[src/design/pll_ld_pkg.sv]
/*
 Constants, register map and carrier types for the PLL lock detect and
 holdover controller. Assumes a 100 MHz APB clock and 32-bit APB data.
*/
package pll_ld_pkg;

   // Register byte offsets
   localparam logic [7:0] off_r_div = 8'h00;
   localparam logic [7:0] off_n_div = 8'h04;
   localparam logic [7:0] off_delay_sync = 8'h08;
   localparam logic [7:0] off_lock_cfg = 8'h0c;
   localparam logic [7:0] off_pin_sel = 8'h10;
   localparam logic [7:0] off_holdover = 8'h14;
   localparam logic [7:0] off_state = 8'h18;
   localparam logic [7:0] off_irq_stat = 8'h1c;
   localparam logic [7:0] off_irq_mask = 8'h20;

   // Field positions
   localparam int r_div_w = 14;
   localparam int b_cnt_w = 13;
   localparam int a_cnt_w = 6;
   localparam int n_a_lsb = 16;
   localparam int n_psel_lsb = 24;
   localparam int n_dm_bit = 27;
   localparam int dly_fb_lsb = 3;
   localparam int sync_fld_lsb = 6;
   localparam int pin_status_lsb = 8;
   localparam int pin_reference_monitor_pin_lsb = 16;

   // Reset values
   localparam logic [31:0] r_div_rst = 32'h0000_0001;
   localparam logic [31:0] n_div_rst = 32'h0000_0003;
   localparam logic [7:0] delay_sync_rst = 8'h00;
   localparam logic [7:0] lock_cfg_rst = 8'h00;
   localparam logic [3:0] holdover_rst = 4'h0;

   // Pin mux selections
   localparam logic [5:0] sel_low = 6'h00;
   localparam logic [5:0] sel_dld = 6'h01;
   localparam logic [5:0] sel_cmp_high = 6'h02;
   localparam logic [5:0] sel_cmp_low = 6'h03;
   localparam logic [5:0] sel_lock_current = 6'h04;

   // Lock detect timing: thresholds and diff_max in pclk cycles, lock counts in detector cycles
   localparam logic [7:0] lock_thr_high_range = 8'h04;
   localparam logic [7:0] lock_thr_low_range = 8'h02;
   localparam logic [7:0] lock_count_0 = 8'h05;
   localparam logic [7:0] lock_count_1 = 8'h10;
   localparam logic [7:0] lock_count_2 = 8'h40;
   localparam logic [7:0] lock_count_3 = 8'hff;
   localparam logic [7:0] diff_max = 8'hff;

   // Interrupt bit positions
   localparam int irq_lock_gain = 0;
   localparam int irq_lock_loss = 1;
   localparam int irq_hold_entry = 2;
   localparam int irq_w = 3;

   typedef struct packed {
      logic [1:0] lock_count;
      logic window_low;
      logic dld_off;
      logic [1:0] spare;
      logic [1:0] abp;
   } lock_cfg_s;

   typedef struct packed {
      logic cmp_en;
      logic hold_en_b;
      logic manual;
      logic hold_en_a;
   } hold_cfg_s;

   typedef enum logic [1:0] {
      meas_idle,
      meas_wait_fb,
      meas_wait_ref
   } meas_state_e;

endpackage

[src/design/bit_sync.sv]
/*
 Two flip-flop synchroniser for a vector of independent levels.
 Assumes each bit changes slowly relative to pclk.
*/
`timescale 1ns/1ps
`default_nettype none
module bit_sync #(
   parameter int width = 1
) (
   // Clock and reset
   input wire logic pclk,
   input wire logic presetn,
   // Levels
   input wire logic [width-1:0] async_in,
   output logic [width-1:0] sync_out
);
   logic [width-1:0] meta_reg;

   always_ff @(posedge pclk or negedge presetn)
   begin
      if (!presetn)
      begin
         meta_reg <= '0;
         sync_out <= '0;
      end
      else
      begin
         meta_reg <= async_in;
         sync_out <= meta_reg;
      end
   end
endmodule
`default_nettype wire

[src/design/pll_lock_detect_holdover.sv]
/*
 PLL reference and feedback dividers, digital lock detect, lock pin muxes
 and manual charge pump holdover, with an APB register slave.
 Assumes reference, feedback, align and comparator pins are asynchronous.
*/
// Our own choices: the APB interface to the registers and the register offsets.
// How it works
// - Enabled align reset clears R, A and B counters together while align is low
// - Align counter reset starts disabled after reset
// - Reference and feedback paths each get a three-bit selectable delay
// - Lock flag sets after programmed count of consecutive in-window detector cycles
// - Lock flag clears on one cycle beyond the unlock threshold
// - Unlock threshold is twice the lock threshold, giving hysteresis
// - Window bit, anti-backlash width and count setting shape lock timing
// - Lock flag selectable onto lock, status and monitor pins
// - Current-source mode sources current when locked, grounds pin otherwise
// - Comparator result selectable on monitor and status pins, either polarity
// - Holdover works only with both enable bits set
// - Align falling edge puts charge pump in high impedance in manual holdover
// - Charge pump leaves high impedance on next reference edge after align rises
// - B counter resets on the release event; prescaler keeps running
// - Feedback divides by prescaler times B plus A, prescaler 2 to 32
// - Reference divider is 14 bits; zero and one both divide by one
`timescale 1ns/1ps
`default_nettype none
module pll_lock_detect_holdover (
   // Clock and reset
   input wire logic pclk,
   input wire logic presetn,
   // APB slave
   input wire logic psel,
   input wire logic penable,
   input wire logic pwrite,
   input wire logic [7:0] paddr,
   input wire logic [31:0] pwdata,
   output logic [31:0] prdata,
   output logic pready,
   output logic pslverr,
   // Detector inputs and pins
   input wire logic ref_clk_in,
   input wire logic fb_clk_in,
   input wire logic align_n,
   input wire logic lock_cmp_in,
   // Outputs
   output logic cp_hiz,
   output logic lock_pin_source,
   output logic lock_pin_ground,
   output logic lock_indicator_pin,
   output logic status_pin,
   output logic reference_monitor_pin,
   output logic irq
);
   logic [3:0] pins_sync;
   logic ref_prev_reg, fb_prev_reg, align_prev_reg;
   logic [31:0] r_div_reg, n_div_reg;
   logic [7:0] delay_sync_reg;
   pll_ld_pkg::lock_cfg_s lock_cfg_reg;
   pll_ld_pkg::hold_cfg_s hold_reg;
   logic [20:0] pin_sel_reg;
   logic [pll_ld_pkg::irq_w-1:0] irq_stat_reg, irq_mask_reg;
   logic [13:0] r_cnt_reg;
   logic [5:0] p_cnt_reg;
   logic [12:0] b_cnt_reg;
   logic [5:0] a_cnt_reg;
   logic [7:0] ref_dly_reg, fb_dly_reg;
   pll_ld_pkg::meas_state_e meas_reg;
   logic [7:0] diff_reg, good_reg;
   logic dld_reg;

   bit_sync #(.width(4)) u_sync (
      .pclk(pclk),
      .presetn(presetn),
      .async_in({lock_cmp_in, align_n, fb_clk_in, ref_clk_in}),
      .sync_out(pins_sync)
   );

   wire ref_s = pins_sync[0];
   wire fb_s = pins_sync[1];
   wire align_s = pins_sync[2];
   wire ref_edge = ref_s & ~ref_prev_reg;
   wire fb_edge = fb_s & ~fb_prev_reg;
   wire align_fall = ~align_s & align_prev_reg;

   // APB decode
   wire wr_en = psel & penable & pwrite & pready;
   wire setup = psel & ~penable;
   wire hit = (paddr <= pll_ld_pkg::off_irq_mask) && (paddr[1:0] == 2'b00);
   wire wr_r = wr_en & hit & (paddr == pll_ld_pkg::off_r_div);
   wire wr_n = wr_en & hit & (paddr == pll_ld_pkg::off_n_div);
   wire wr_ds = wr_en & hit & (paddr == pll_ld_pkg::off_delay_sync);
   wire wr_lc = wr_en & hit & (paddr == pll_ld_pkg::off_lock_cfg);
   wire wr_ps = wr_en & hit & (paddr == pll_ld_pkg::off_pin_sel);
   wire wr_ho = wr_en & hit & (paddr == pll_ld_pkg::off_holdover);
   wire wr_is = wr_en & hit & (paddr == pll_ld_pkg::off_irq_stat);
   wire wr_im = wr_en & hit & (paddr == pll_ld_pkg::off_irq_mask);

   // divide by one for settings zero and one
   wire [13:0] r_set = r_div_reg[pll_ld_pkg::r_div_w-1:0];
   wire [13:0] r_last = (r_set <= 14'h0001) ? 14'h0000 : r_set - 14'h0001;

   // prescaler modulus and A, B counts
   wire [2:0] psel_f = n_div_reg[pll_ld_pkg::n_psel_lsb +: 3];
   wire [2:0] psel_c = (psel_f > 3'h4) ? 3'h4 : psel_f;
   wire [5:0] p_val = 6'h02 << psel_c;
   wire dm_mode = n_div_reg[pll_ld_pkg::n_dm_bit];
   wire [5:0] a_set = dm_mode ? n_div_reg[pll_ld_pkg::n_a_lsb +: pll_ld_pkg::a_cnt_w] : 6'h00;
   wire [12:0] b_set = n_div_reg[pll_ld_pkg::b_cnt_w-1:0];
   wire [12:0] b_last = (b_set == 13'h0000) ? 13'h0000 : b_set - 13'h0001;
   wire [5:0] p_mod = (a_cnt_reg < a_set) ? p_val + 6'h01 : p_val;
   wire p_out = fb_edge & (p_cnt_reg == p_mod - 6'h01);
   wire r_pulse = ref_edge & (r_cnt_reg == r_last);
   wire n_pulse = p_out & (b_cnt_reg == b_last);

   wire cnt_sync_rst = (delay_sync_reg[pll_ld_pkg::sync_fld_lsb +: 2] != 2'b00) & ~align_s;

   wire [2:0] ref_tap = delay_sync_reg[2:0];
   wire [2:0] fb_tap = delay_sync_reg[pll_ld_pkg::dly_fb_lsb +: 3];
   wire ref_pfd = ref_dly_reg[ref_tap];
   wire fb_pfd = fb_dly_reg[fb_tap];

   wire hold_en = hold_reg.hold_en_a & hold_reg.hold_en_b;
   wire hold_entry = hold_en & hold_reg.manual & align_fall;
   wire hold_release = cp_hiz & ~hold_entry & align_s & ref_pfd;

   // thresholds from window, anti-backlash and count
   wire [7:0] lock_thr = (lock_cfg_reg.window_low ? pll_ld_pkg::lock_thr_low_range
                          : pll_ld_pkg::lock_thr_high_range) + {6'h00, lock_cfg_reg.abp};
   wire [7:0] unlock_thr = {lock_thr[6:0], 1'b0};
   wire [7:0] lock_need = (lock_cfg_reg.lock_count == 2'b00) ? pll_ld_pkg::lock_count_0 :
                          (lock_cfg_reg.lock_count == 2'b01) ? pll_ld_pkg::lock_count_1 :
                          (lock_cfg_reg.lock_count == 2'b10) ? pll_ld_pkg::lock_count_2 :
                          pll_ld_pkg::lock_count_3;
   wire meas_done = ((meas_reg == pll_ld_pkg::meas_wait_fb) & fb_pfd)
                    | ((meas_reg == pll_ld_pkg::meas_wait_ref) & ref_pfd)
                    | ((meas_reg == pll_ld_pkg::meas_idle) & ref_pfd & fb_pfd);
   wire [7:0] diff_now = (meas_reg == pll_ld_pkg::meas_idle) ? 8'h00 : diff_reg;
   wire in_lock_win = diff_now < lock_thr;
   wire past_unlock = (diff_now > unlock_thr) | (diff_reg == pll_ld_pkg::diff_max);
   wire lock_set = ~dld_reg & meas_done & in_lock_win & (good_reg + 8'h01 >= lock_need);
   wire lock_clr = dld_reg & (lock_cfg_reg.dld_off | (meas_done & past_unlock)
                   | (diff_reg == pll_ld_pkg::diff_max));
   wire dld_next = lock_cfg_reg.dld_off ? 1'b0 : (lock_set | (dld_reg & ~lock_clr));

   // Pin muxes
   wire cmp_lvl = hold_reg.cmp_en ? pins_sync[3] : 1'b1;
   wire [5:0] ld_sel = pin_sel_reg[5:0];
   wire [5:0] st_sel = pin_sel_reg[pll_ld_pkg::pin_status_lsb +: 6];
   wire [5:0] rm_sel = {1'b0, pin_sel_reg[pll_ld_pkg::pin_reference_monitor_pin_lsb +: 5]};
   wire cur_mode = (ld_sel == pll_ld_pkg::sel_lock_current);
   wire st_next = (st_sel == pll_ld_pkg::sel_dld) ? dld_next :
                  (st_sel == pll_ld_pkg::sel_cmp_high) ? cmp_lvl :
                  (st_sel == pll_ld_pkg::sel_cmp_low) ? ~cmp_lvl : 1'b0;
   wire rm_next = (rm_sel == pll_ld_pkg::sel_dld) ? dld_next :
                  (rm_sel == pll_ld_pkg::sel_cmp_high) ? cmp_lvl :
                  (rm_sel == pll_ld_pkg::sel_cmp_low) ? ~cmp_lvl : 1'b0;

   // Interrupt events, set wins over clear
   wire [2:0] irq_evt = {hold_entry & ~cp_hiz, lock_clr, lock_set};
   wire [2:0] irq_stat_next = (irq_stat_reg & ~(wr_is ? pwdata[2:0] : 3'h0)) | irq_evt;

   // Read data
   wire [31:0] rd_mux = (paddr == pll_ld_pkg::off_r_div) ? r_div_reg :
                        (paddr == pll_ld_pkg::off_n_div) ? n_div_reg :
                        (paddr == pll_ld_pkg::off_delay_sync) ? {24'h0, delay_sync_reg} :
                        (paddr == pll_ld_pkg::off_lock_cfg) ? {25'h0, lock_cfg_reg[7:4], 1'b0, lock_cfg_reg[1:0]} :
                        (paddr == pll_ld_pkg::off_pin_sel) ? {11'h0, pin_sel_reg} :
                        (paddr == pll_ld_pkg::off_holdover) ? {28'h0, hold_reg} :
                        (paddr == pll_ld_pkg::off_state) ? {29'h0, cmp_lvl, cp_hiz, dld_reg} :
                        (paddr == pll_ld_pkg::off_irq_stat) ? {29'h0, irq_stat_reg} :
                        (paddr == pll_ld_pkg::off_irq_mask) ? {29'h0, irq_mask_reg} : 32'h0;

   // APB handshake
   always_ff @(posedge pclk or negedge presetn)
   begin
      if (!presetn)
      begin
         pready <= 1'b0;
         pslverr <= 1'b0;
         prdata <= 32'h0;
      end
      else
      begin
         pready <= setup;
         pslverr <= setup & ~hit;
         prdata <= (setup & ~pwrite & hit) ? rd_mux : 32'h0;
      end
   end

   // Configuration registers
   always_ff @(posedge pclk or negedge presetn)
   begin
      if (!presetn)
      begin
         r_div_reg <= pll_ld_pkg::r_div_rst;
         n_div_reg <= pll_ld_pkg::n_div_rst;
         delay_sync_reg <= pll_ld_pkg::delay_sync_rst;
         lock_cfg_reg <= pll_ld_pkg::lock_cfg_rst;
         pin_sel_reg <= 21'h0;
         hold_reg <= pll_ld_pkg::holdover_rst;
         irq_mask_reg <= 3'h0;
         irq_stat_reg <= 3'h0;
         irq <= 1'b0;
      end
      else
      begin
         if (wr_r)
            r_div_reg <= {18'h0, pwdata[13:0]};
         if (wr_n)
            n_div_reg <= {4'h0, pwdata[27:24], 2'h0, pwdata[21:16], 3'h0, pwdata[12:0]};
         if (wr_ds)
            delay_sync_reg <= pwdata[7:0];
         if (wr_lc)
            lock_cfg_reg <= {pwdata[6:3], 2'b00, pwdata[1:0]};
         if (wr_ps)
            pin_sel_reg <= {pwdata[20:16], 2'h0, pwdata[13:8], 2'h0, pwdata[5:0]};
         if (wr_ho)
            hold_reg <= pwdata[3:0];
         if (wr_im)
            irq_mask_reg <= pwdata[2:0];
         irq_stat_reg <= irq_stat_next;
         irq <= |(irq_stat_next & irq_mask_reg);
      end
   end

   // Dividers and delay cells
   always_ff @(posedge pclk or negedge presetn)
   begin
      if (!presetn)
      begin
         ref_prev_reg <= 1'b0;
         fb_prev_reg <= 1'b0;
         align_prev_reg <= 1'b0;
         r_cnt_reg <= 14'h0;
         p_cnt_reg <= 6'h0;
         b_cnt_reg <= 13'h0;
         a_cnt_reg <= 6'h0;
         ref_dly_reg <= 8'h0;
         fb_dly_reg <= 8'h0;
      end
      else
      begin
         ref_prev_reg <= ref_s;
         fb_prev_reg <= fb_s;
         align_prev_reg <= align_s;
         ref_dly_reg <= {ref_dly_reg[6:0], r_pulse};
         fb_dly_reg <= {fb_dly_reg[6:0], n_pulse};
         if (cnt_sync_rst)
            r_cnt_reg <= 14'h0;
         else if (ref_edge)
            r_cnt_reg <= r_pulse ? 14'h0 : r_cnt_reg + 14'h0001;
         if (fb_edge)
            p_cnt_reg <= p_out ? 6'h00 : p_cnt_reg + 6'h01;
         if (cnt_sync_rst | hold_release)
         begin
            b_cnt_reg <= 13'h0;
            a_cnt_reg <= 6'h0;
         end
         else if (p_out)
         begin
            b_cnt_reg <= n_pulse ? 13'h0000 : b_cnt_reg + 13'h0001;
            a_cnt_reg <= n_pulse ? 6'h00 : (a_cnt_reg < a_set) ? a_cnt_reg + 6'h01 : a_cnt_reg;
         end
      end
   end

   // Phase difference measurement and lock flag
   always_ff @(posedge pclk or negedge presetn)
   begin
      if (!presetn)
      begin
         meas_reg <= pll_ld_pkg::meas_idle;
         diff_reg <= 8'h0;
         good_reg <= 8'h0;
         dld_reg <= 1'b0;
      end
      else
      begin
         case (meas_reg)
            pll_ld_pkg::meas_idle:
            begin
               diff_reg <= 8'h0;
               if (ref_pfd & ~fb_pfd)
                  meas_reg <= pll_ld_pkg::meas_wait_fb;
               else if (fb_pfd & ~ref_pfd)
                  meas_reg <= pll_ld_pkg::meas_wait_ref;
            end
            pll_ld_pkg::meas_wait_fb, pll_ld_pkg::meas_wait_ref:
            begin
               if (meas_done | (diff_reg == pll_ld_pkg::diff_max))
                  meas_reg <= pll_ld_pkg::meas_idle;
               diff_reg <= (diff_reg == pll_ld_pkg::diff_max) ? 8'h00 : diff_reg + 8'h01;
            end
            default:
               meas_reg <= pll_ld_pkg::meas_idle;
         endcase
         if (meas_done)
            good_reg <= (in_lock_win & (good_reg != 8'hff)) ? good_reg + 8'h01 : 8'h00;
         else if (diff_reg == pll_ld_pkg::diff_max)
            good_reg <= 8'h00;
         dld_reg <= dld_next;
      end
   end

   // Holdover and output pins
   always_ff @(posedge pclk or negedge presetn)
   begin
      if (!presetn)
      begin
         cp_hiz <= 1'b0;
         lock_pin_source <= 1'b0;
         lock_pin_ground <= 1'b1;
         lock_indicator_pin <= 1'b0;
         status_pin <= 1'b0;
         reference_monitor_pin <= 1'b0;
      end
      else
      begin
         if (!hold_en)
            cp_hiz <= 1'b0;
         else if (hold_entry)
            cp_hiz <= 1'b1;
         else if (hold_release)
            cp_hiz <= 1'b0;
         lock_pin_source <= cur_mode & dld_next;
         lock_pin_ground <= cur_mode & ~dld_next;
         lock_indicator_pin <= (ld_sel == pll_ld_pkg::sel_dld) ? dld_next : 1'b0;
         status_pin <= st_next;
         reference_monitor_pin <= rm_next;
      end
   end
endmodule
`default_nettype wire

[config.mk]
export PLATFORM = sky130hd
export DESIGN_NAME = pll_lock_detect_holdover
export DESIGN_NICKNAME = d
export VERILOG_FILES = /design/src/design/pll_ld_pkg.sv /design/src/design/bit_sync.sv /design/src/design/pll_lock_detect_holdover.sv
export SDC_FILE = /design/constraint.sdc
export NUM_CORES = 1
export LEC_CHECK = 0
export BUFFER_PORTS_ARGS = -buffer_cell sky130_fd_sc_hd__buf_2
export CAP_MARGIN = 20
export CORE_UTILIZATION = 52
export CTS_CLUSTER_SIZE = 24
export DETAILED_ROUTE_END_ITERATION = 7
export HOLD_SLACK_MARGIN = 0.06
export PLACE_DENSITY_LB_ADDON = 0.08
export SLEW_MARGIN = 15
export SYNTH_ARGS = -nofsm -noshare
export SYNTH_HDL_FRONTEND = slang
export SYNTH_SLANG_ARGS = --single-unit
[constraint.sdc]
create_clock -name pclk -period 3.2 [get_ports pclk]
set_input_delay 0.16 -clock pclk [delete_from_list [all_inputs] [get_ports pclk]]
set_output_delay 0.16 -clock pclk [all_outputs]
set_load 0.01 [all_outputs]
Yosys cells after proc, flatten, opt, wreduce, memory -nomap -nowiden. Cells that the tools add are included.

Memory bits (read-only): 0. Output and inout port bits: 41. Input port bits: 49. Bits in latches: 0. Memory bits (writable): 0. Logic and storage cells: 232. Memories kept: 0. Register bits: 200.

$lt $le $gt $ge: 9. Shift-type cells: 1. Eq/ne operators: 28. Reductions and logical operators: 16. Div/mod/pow operators: 0. Bitwise logic cells: 71. Muxes and demuxes: 57. Multipliers: 0. Add/sub/neg operators: 11.

Operators by type and width (number): $mux 28 (3); $mux 8 (8); $mux 21 (3); $mux 14 (4); $mux 13 (4); $and 1x1->1 (45); $mux 6 (7); $eq 8x5->1 const B (4); $add 6x1->6 const B (3); $mux 3 (6); $add 8x1->8 const B (2); $eq 8x4->1 const B (2); $pmux 8 s2 (1); $add 14x1->14 const B (1); $eq 14x14->1 (1); $le 14x1->1 const B (1); $mux 1 (14); $not 1->1 (14); $sub 14x1->14 const B (1); $add 13x1->13 const B (1); $eq 13x13->1 (1); $logic_not 13->1 (1); $sub 13x1->13 const B (1); $eq 6x1->1 const B (2); 39 further kinds (63).

Logic depth before layout (Yosys ltp). Gate-level depths: netlist of run 1.

Word-level depth: 15. Depth in mapped cells: 16. Gate-level depth less buffers: 15.

Hierarchy. A second synthesis of run 1 with hierarchy kept.

Cells, all modules: 1086. Area total of the unflattened synthesis: 10867.9 µm².

By module, submodules not included: pll_lock_detect_holdover (area an instance 10667.7 µm², times used 1, cells each 1078, seq. area each 4709.5 µm²); bit_sync (area an instance 200.2 µm², times used 1, cells each 8, seq. area each 200.2 µm²).

Least setup slack after synthesis of run 1. No wires, ideal clock.

Kind: flip-flop to flip-flop. From: register n_div_reg[27]. To: register a_cnt_reg[4]. Arrival: 3.227 ns. Stages on the path, launching flop included: 16. Library setup time: 0.121 ns. Clock period less this slack: 3.348 ns. Path buffers: 0. Data required time: 3.079 ns. Path slack: -0.148 ns. Path through: dfrtp_1 > nand2_1 > ha_1 > a21o_1 > a21oi_1 > and3_1 > inv_1 > ha_1 > nor4bb_1 > a21oi_1 > xnor2_1 > a211oi_1 > a21oi_1 > or4_1 > xor2_1 > nor2_1.

Word-level cells in the longest chain between the ends: 10. Elaborated cells on any way between the ends: 13. Those cells by class: add/sub: 1; order compare: 1; eq/ne: 1; mux: 5; bitwise: 2; reduce/logical: 3.

RTL lines: start, declared (RTL line pll_lock_detect_holdover.sv:55) `logic [31:0] r_div_reg, n_div_reg;`; start signal, assigned (RTL line pll_lock_detect_holdover.sv:195) `n_div_reg <= pll_ld_pkg::n_div_rst;`; start signal, assigned (RTL line pll_lock_detect_holdover.sv:209) `n_div_reg <= {4'h0, pwdata[27:24], 2'h0, pwdata[21:16], 3'h0, pwdata[12:0]};`; $mux 6 * (RTL line pll_lock_detect_holdover.sv:106) `wire [5:0] a_set = dm_mode ? n_div_reg[pll_ld_pkg::n_a_lsb +: pll_ld_pkg::a_cnt_w] : 6'h00;`; $lt 6x6->1 * (RTL line pll_lock_detect_holdover.sv:109, pll_lock_detect_holdover.sv:261); $mux 6 (RTL line pll_lock_detect_holdover.sv:109) `wire [5:0] p_mod = (a_cnt_reg < a_set) ? p_val + 6'h01 : p_val;`; $sub 6x1->6 (RTL line pll_lock_detect_holdover.sv:110) `wire p_out = fb_edge & (p_cnt_reg == p_mod - 6'h01);`; $eq 6x6->1 (RTL line pll_lock_detect_holdover.sv:110); $and 1x1->1 (RTL line pll_lock_detect_holdover.sv:110); $and 1x1->1 (RTL line pll_lock_detect_holdover.sv:112) `wire n_pulse = p_out & (b_cnt_reg == b_last);`; $mux 6 (RTL line pll_lock_detect_holdover.sv:261) `a_cnt_reg <= n_pulse ? 6'h00 : (a_cnt_reg < a_set) ? a_cnt_reg + 6'h01 : a_cnt_reg;`; $mux 6 (RTL line pll_lock_detect_holdover.sv:258) `else if (p_out)`; $mux 6 (RTL line pll_lock_detect_holdover.sv:253) `if (cnt_sync_rst | hold_release)`; end signal, assigned (RTL line pll_lock_detect_holdover.sv:261); end, declared (RTL line pll_lock_detect_holdover.sv:64) `logic [5:0] a_cnt_reg;`.

Mark *: on every way between the ends. The rest lies on a longest branch, timed or not. The select of a mux whose other input is x is not followed. A chain may end at the register's enable or synchronous reset.

Worst setup path after layout of run 1.
From: register n_div_reg[27]. To: register a_cnt_reg[5].

The elaborated chain is that of the path after synthesis.

==> impl_results.md, run 1 <==
- Core area: 20400 µm²
- Post-synth EDFFs: 0
- DR iter-0 viols: 530
- Largest net degree at the start of global routing: 84
- Placed cell areas: ~12000 µm²
- Die Y: ~150 µm
- Setup CP Type: reg -> reg
- Clock Root Buffer: clkbuf_16
- Max Cap Viol: 0
- P_leak: 6.14 nW
- CP endpoint kind: flop
- Drt drc: 0
- Power Internal: 4.14 mW
- Seq pwr share: 0.481
- DP HPWL: about 20 mm
- Total gr overflow: 0
- Worst vdd ir: between 0.0003 and 0.0004 V
- Top Ports: 90
- Initial DRT Pass Iterations: 5
- Clock transition at path regs: about 70 ps
- Number of library cell types mapped by synthesis: 85
- Routed via count: between 8000 and 9000
- Max Root-Sink Buffers: 2
- Via-to-Cell Ratio: 5.86
- Post-synth top area share: 0.439
- Fin crit share: 0.998
- Routed Antenna Nets: 0
- Diodes inserted: 0
- Clock sink count: roughly 200
- Multi-input gate area: between 5000 and 6000 µm²
- Slew headroom: 0.329
- Synth area leaders: dfrtp_1, mux2_2, ha_1
- Max-slew violations: 0
- Sequential cell area: slightly below 5000 µm²
- Crit-path max FO: 5
- # H-tree levels: 4
- PortBufs: 73
- Die area: approximately 22000 µm²
- Post-synthesis cell count: about 1100
- Global-route wire length before repair: roughly 44 mm
- Post-synth top area cell: dfrtp_1
- Fmax: roughly 0.31 GHz
- Syn avg cell area: 10.2 µm²
- Final Critical Period: about 3200 ps
- Fillcell total: 1704
- Initial antenna violation count: 0
- Pre-CTS setup slack: -94.2 ps
- FF+latch count, synth: between 150 and 200
- Fraction of layout cells with a size suffix above 1: 0.247
- DR WL/cell: roughly 18 µm
- Comb power frac: 0.139
- Final setup vio count: 0
- Final Power: about 5.8 mW
- Clock Power Share: 0.379
- Ys async rst share: 1.00
- Clk_lat worst skew: about 440 ps
- Switch share: 0.284
- Synth warnings: 0
- Startpoint Class: flop
- Pwr Density: around 450 nW/µm²
- Unrepaired setup endpoints after global routing: true
- Post-synthesis sequential area ratio: 0.449
- Predominant post-synthesis flop cell: dfrtp_1
- CP Data Required Time: about 3600 ps
- Max reg flops: 24
- P_sw: 1.64 mW
- Final instance area: ~13000 µm²
- Synthesized area: ~11000 µm²
- Final WL: approximately 27 mm
- Critical path data arrival time: ~3600 ps
- CTS Buf Count: 17
- FP Rows: 52
- Worst-Margin Slew: approximately 1000 ps
- Vias in the first global route: between 8000 and 9000
- Final worst setup slack: 5.72 ps
- Area growth syn-to-layout: 17.9%
- CTS tree: built
- Final nets: 1296
- Worst Hold Class: in -> reg
- RePlAce Congestion: approximately 0.87
- Run status: completed
- Final hold violations: 0
- GRT Total Usage: 0.260
- Die width: 147 µm
- Post-Route Skew: between 10 and 15 ps
- Starting Density: 0.535
-- Yosys cell counts, drive strengths merged, types with 24 or more instances --
cell type  count
inv           31
nand2         93
clkbuf        33
dfrtp        192
xnor2         35
ha            42
nor2          91
nor3          29
o21ai         41
mux2          76
nand3         48
a21oi         24
xor2          26
-- power groups by stage --
stage,sequential [mW],clock [mW],combinational (mW)
final,2.78,2.19,0.805
after global routing,2.80,2.33,0.907
after floorplan,2.75,0,0.565
after CTS,2.78,2.23,0.802
after detailed placement,2.82,0,0.778
after global placement,2.82,0,0.762
-- worst paths after layout --
check | start | endpoint | slack [ps] | depth (start not counted)
max | n_div_reg[27]$_DFFE_PN0P_ | a_cnt_reg[5]$_DFFE_PN0P_ | 6 | 16
min | psel | pready$_DFF_PN0_ | 60 | 3
min in group asynchronous | presetn | good_reg[4]$_DFFE_PN0P_ | 330 | 2
min reg2reg | u_sync.meta_reg[0]$_DFF_PN0_ | u_sync.sync_out[0]$_DFF_PN0_ | 350 | 0
max reg2reg | n_div_reg[27]$_DFFE_PN0P_ | a_cnt_reg[5]$_DFFE_PN0P_ | 6 | 16
max in group asynchronous | presetn | r_div_reg[0]$_DFFE_PN1P_ | 1930 | 3
-- critical path, stage by stage (launching register included) --
cell      delay (ps)
dfrtp_2          420
buf_6            140
nand2_2           70
ha_4             160
a21o_1           160
a21oi_2          150
and3_4           200
inv_2             50
ha_4             180
nor4bb_4         270
a21oi_2           60
xnor2_1          140
a211oi_2         280
a21oi_2          120
or4_4            490
xor2_1           150
nor2_1           110
-- cell usage in the layout (no fill, tap or decap), types with 21 or more instances in the layout --
master         count
a21oi_1           21
nand3_1           47
dlygate4sd3_1     23
mux2_2            76
xor2_1            25
inv_1             30
o21ai_0           35
nor3_1            26
buf_2             72
dfrtp_1          191
ha_1              38
nor2_1            90
nand2_1           89
buf_4             55
nand4_1           23
xnor2_1           35
-- kinds of logic after synthesis --
group | synth area share
flip-flops | 0.449
multiplexers | 0.103
AND/OR/NAND/NOR | 0.202
AO/OA/AOI/OAI | 0.112
other | 0.000343
buffers and inverters | 0.0348
XOR/XNOR | 0.0509
adder cells (fa/ha/maj) | 0.0480
-- repair_timing --
item	4_1_cts	5_1_grt
gates cloned	0	0
gates resized for setup	3	28
buffers inserted	2	1
setup endpoints to repair	19	35
hold buffers	23	0
endpoints found under the hold margin	119	0
pin swaps	3	14
-- routing by layer --
layer  global-route usage  routed length [µm]  vias up
met5                    0                   0        -
met4               0.0753                 502        0
met3               0.0432                1490       29
met2                0.405               12500      273
met1                0.373               12800     4268
li1                     -                   -     4149
-- cell type report --
cell class | count | share of cell area
well taps | 270 | 0.0262
flip-flops and latches | 196 | 0.381
clock inverters | 14 | 0.0126
repair buffers | 156 | 0.0846
clock buffers | 18 | 0.0333
multi-input cells | 803 | 0.453
inverters | 31 | 0.00902
-- per-stage QoR --
stage / hold WS (ps) / TNS [ps] / instances / utilization
CTS: 62.0 / 0 / 1487 / 0.624
finish: 63.1 / 0 / 1488 / 0.631
detailed placement: 252 / -1310 / 1430 / 0.582
floorplan: -136 / 0 / 1084 / -
global route: 66.2 / -1330 / 1488 / 0.631
global placement: 256 / 0 / 1430 / 0.582
Note: power is estimated with default switching activity, not from simulation.
==> run 2, diff against run 1 <==
CORE_ASPECT_RATIO = 0.75   (was default)
PLACE_DENSITY = 0.74   (was default)
PLACE_DENSITY_LB_ADDON = default   (was 0.08)
==> run 2 against run 1 <==
The flow now finishes with violations (negative setup slack). Register-to-register slack got worse by 20 ps. Sequential cell count unchanged. Count of clock-buffer cells in the layout increased by 1. Via count increased by 3.4%. Sequential share of layout area increased by 0.15 points. Critical path depth unchanged. First-iteration DRC count increased by 63%. Setup slack got worse by 18 ps. Utilization decreased by 0.28 points.
==> impl_results.md, run 2 (synthesized netlist as in run 1, its figures left out) <==
- Run status: finished with violations
- Failing checks: negative setup slack
- Unrepaired setup endpoints after global routing: true
- Final hold violations: 0
- Worst vdd ir: ~0.00042 V
- CTS Buf Count: 17
- Global-route wire length before repair: 45.2 mm
- Top Ports: 90
- Area growth syn-to-layout: 17.4%
- Fraction of layout cells with a size suffix above 1: 0.239
- Most common cell after layout, fill and taps aside: dfrtp_1
- Setup CP Type: reg -> reg
- P_leak: between 6 and 7 nW
- Max Root-Sink Buffers: 2
- CP endpoint kind: flop
- DP HPWL: 20.3 mm
- Clock transition at path regs: ~70 ps
- Reg2reg path depth: 16
- Final worst setup slack: -12.1 ps
- R2R Path End: b_cnt_reg[8]$_DFFE_PN0P_
- Final hold slack: around 87 ps
- Critical path data arrival time: 3540 ps
- Multi-input gate area: about 5800 µm²
- Die Y: between 100 and 150 µm
- Max-slew violations: 0
- Final instance area: roughly 13000 µm²
- Pwr Density: about 460 nW/µm²
- Vias in the first global route: approximately 8400
- Worst reg2reg setup slack: -10 ps
- Crit-path max FO: 17
- Worst Hold Class: in -> reg
- FF-to-FF Start: n_div_reg[27]$_DFFE_PN0P_
- FP Rows: 45
- Worst-Margin Slew: 965 ps
- Routed Antenna Nets: 0
- RePlAce Congestion: just over 0.9
- Starting Density: 0.535
- Drt drc: 0
- Initial antenna violation count: 1
- CTS tree: built
- Fin crit share: 1.00
- Final setup vio count: 11
- # H-tree levels: 4
- Crit path launch: n_div_reg[27]$_DFFE_PN0P_
- Slew headroom: 0.354
- Commonest cells after routing, fill and taps aside: dfrtp_1, nand2_1, nor2_1
- Largest net degree at the start of global routing: between 90 and 100
- Via-to-Cell Ratio: a little over 6
- DR iter-0 viols: 863
- CP endpoint: b_cnt_reg[8]$_DFFE_PN0P_
- Clk_lat worst skew: 440 ps
- Final Critical Period: around 3200 ps
- Max Cap Viol: 0
- DR WL/cell: approximately 19 µm
- Core area: ~20000 µm²
- Routed via count: roughly 9000
- CP Data Required Time: around 3500 ps
- Startpoint Class: flop
- Clock Root Buffer: clkbuf_16
- PortBufs: 73
- Fmax: roughly 0.31 GHz
- Total gr overflow: 0
- Placed cell areas: 11900 µm²
- Post-Route Skew: between 9 and 10 ps
- Clock sink count: between 150 and 200
- Final nets: roughly 1300
- Sequential cell area: ~5000 µm²
- GRT Total Usage: 0.270
- Die area: 21600 µm²
- Initial DRT Pass Iterations: 5
- Die width: roughly 170 µm
- Max reg flops: 24
- Final WL: ~28 mm
- Fillcell total: between 1500 and 2000
## run 2: worst min-delay path by stage
stage,startpoint,end,slack [ps],cells past startpoint
2_1_floorplan,presetn,a_cnt_reg[0]$_DFFE_PN0P_,-140,0
3_3_place_gp,fb_clk_in,u_sync.meta_reg[1]$_DFF_PN0_,270,1
3_5_place_dp,ref_clk_in,u_sync.meta_reg[0]$_DFF_PN0_,270,1
4_1_cts,pwdata[5],lock_cfg_reg[6]$_DFFE_PN0P_,60,3
5_1_grt,psel,pready$_DFF_PN0_,80,3
6_report,pwdata[0],lock_cfg_reg[0]$_DFFE_PN0P_,90,3
## run 2: worst max-delay path: stages, from the launching register on
cell and delay, ps:
dfrtp_2 450, nand2_2 100, ha_4 210, a21o_1 210, a21oi_2 150, and3_4 200, inv_2 50, ha_4 170
nor4bb_1 260, a21oi_1 100, xnor2_1 140, a211oi_2 310, and2_4 240, nand3b_1 120, o21ai_4 170, buf_12 160
nor2_1 60
## run 2: power breakdown
group          total (mW)  internal, mW  switching, mW
sequential           2.79          2.60          0.184
combinational       0.834         0.356          0.478
clock                2.24          1.27          0.980
total                5.87          4.22           1.64
## run 2: per-layer routing
layer	vias up	wire (µm)	track usage
li1	4145	-	-
met1	4443	13200	0.399
met2	402	12100	0.393
met3	26	2580	0.0688
met4	0	310	0.0721
met5	-	0	0
## run 2: area by class of cell
cell class / count / area share
Multi-Input combinational cell: 803 / 0.452
Sequential cell: 196 / 0.382
Timing Repair Buffer: 150 / 0.0806
Clock buffer: 19 / 0.0345
Tap cell: 282 / 0.0275
Clock inverter: 13 / 0.0133
Inverter: 31 / 0.00906
Antenna cell: 1 / 0.000195
## run 2: what timing repair did
action | in CTS | in global routing
gates resized for setup | 7 | 15
buffers inserted | 1 | 1
endpoints found under the setup margin | 22 | 33
hold buffers | 23 | 0
pin swaps | 9 | 10
endpoints found under the hold margin | 129 | 0
## run 2: through the flow
stage	setup TNS, ps	worst slack, ps	power, mW	std cells	utilization
2_1_floorplan	0	0.267	3.32	1084	-
3_3_place_gp	-2080	-115	3.57	1437	0.581
6_report	-56.8	-12.1	5.87	1495	0.628
3_5_place_dp	-4910	-260	3.60	1437	0.581
4_1_cts	0	1.04	5.86	1493	0.624
5_1_grt	-2810	-173	6.12	1495	0.628
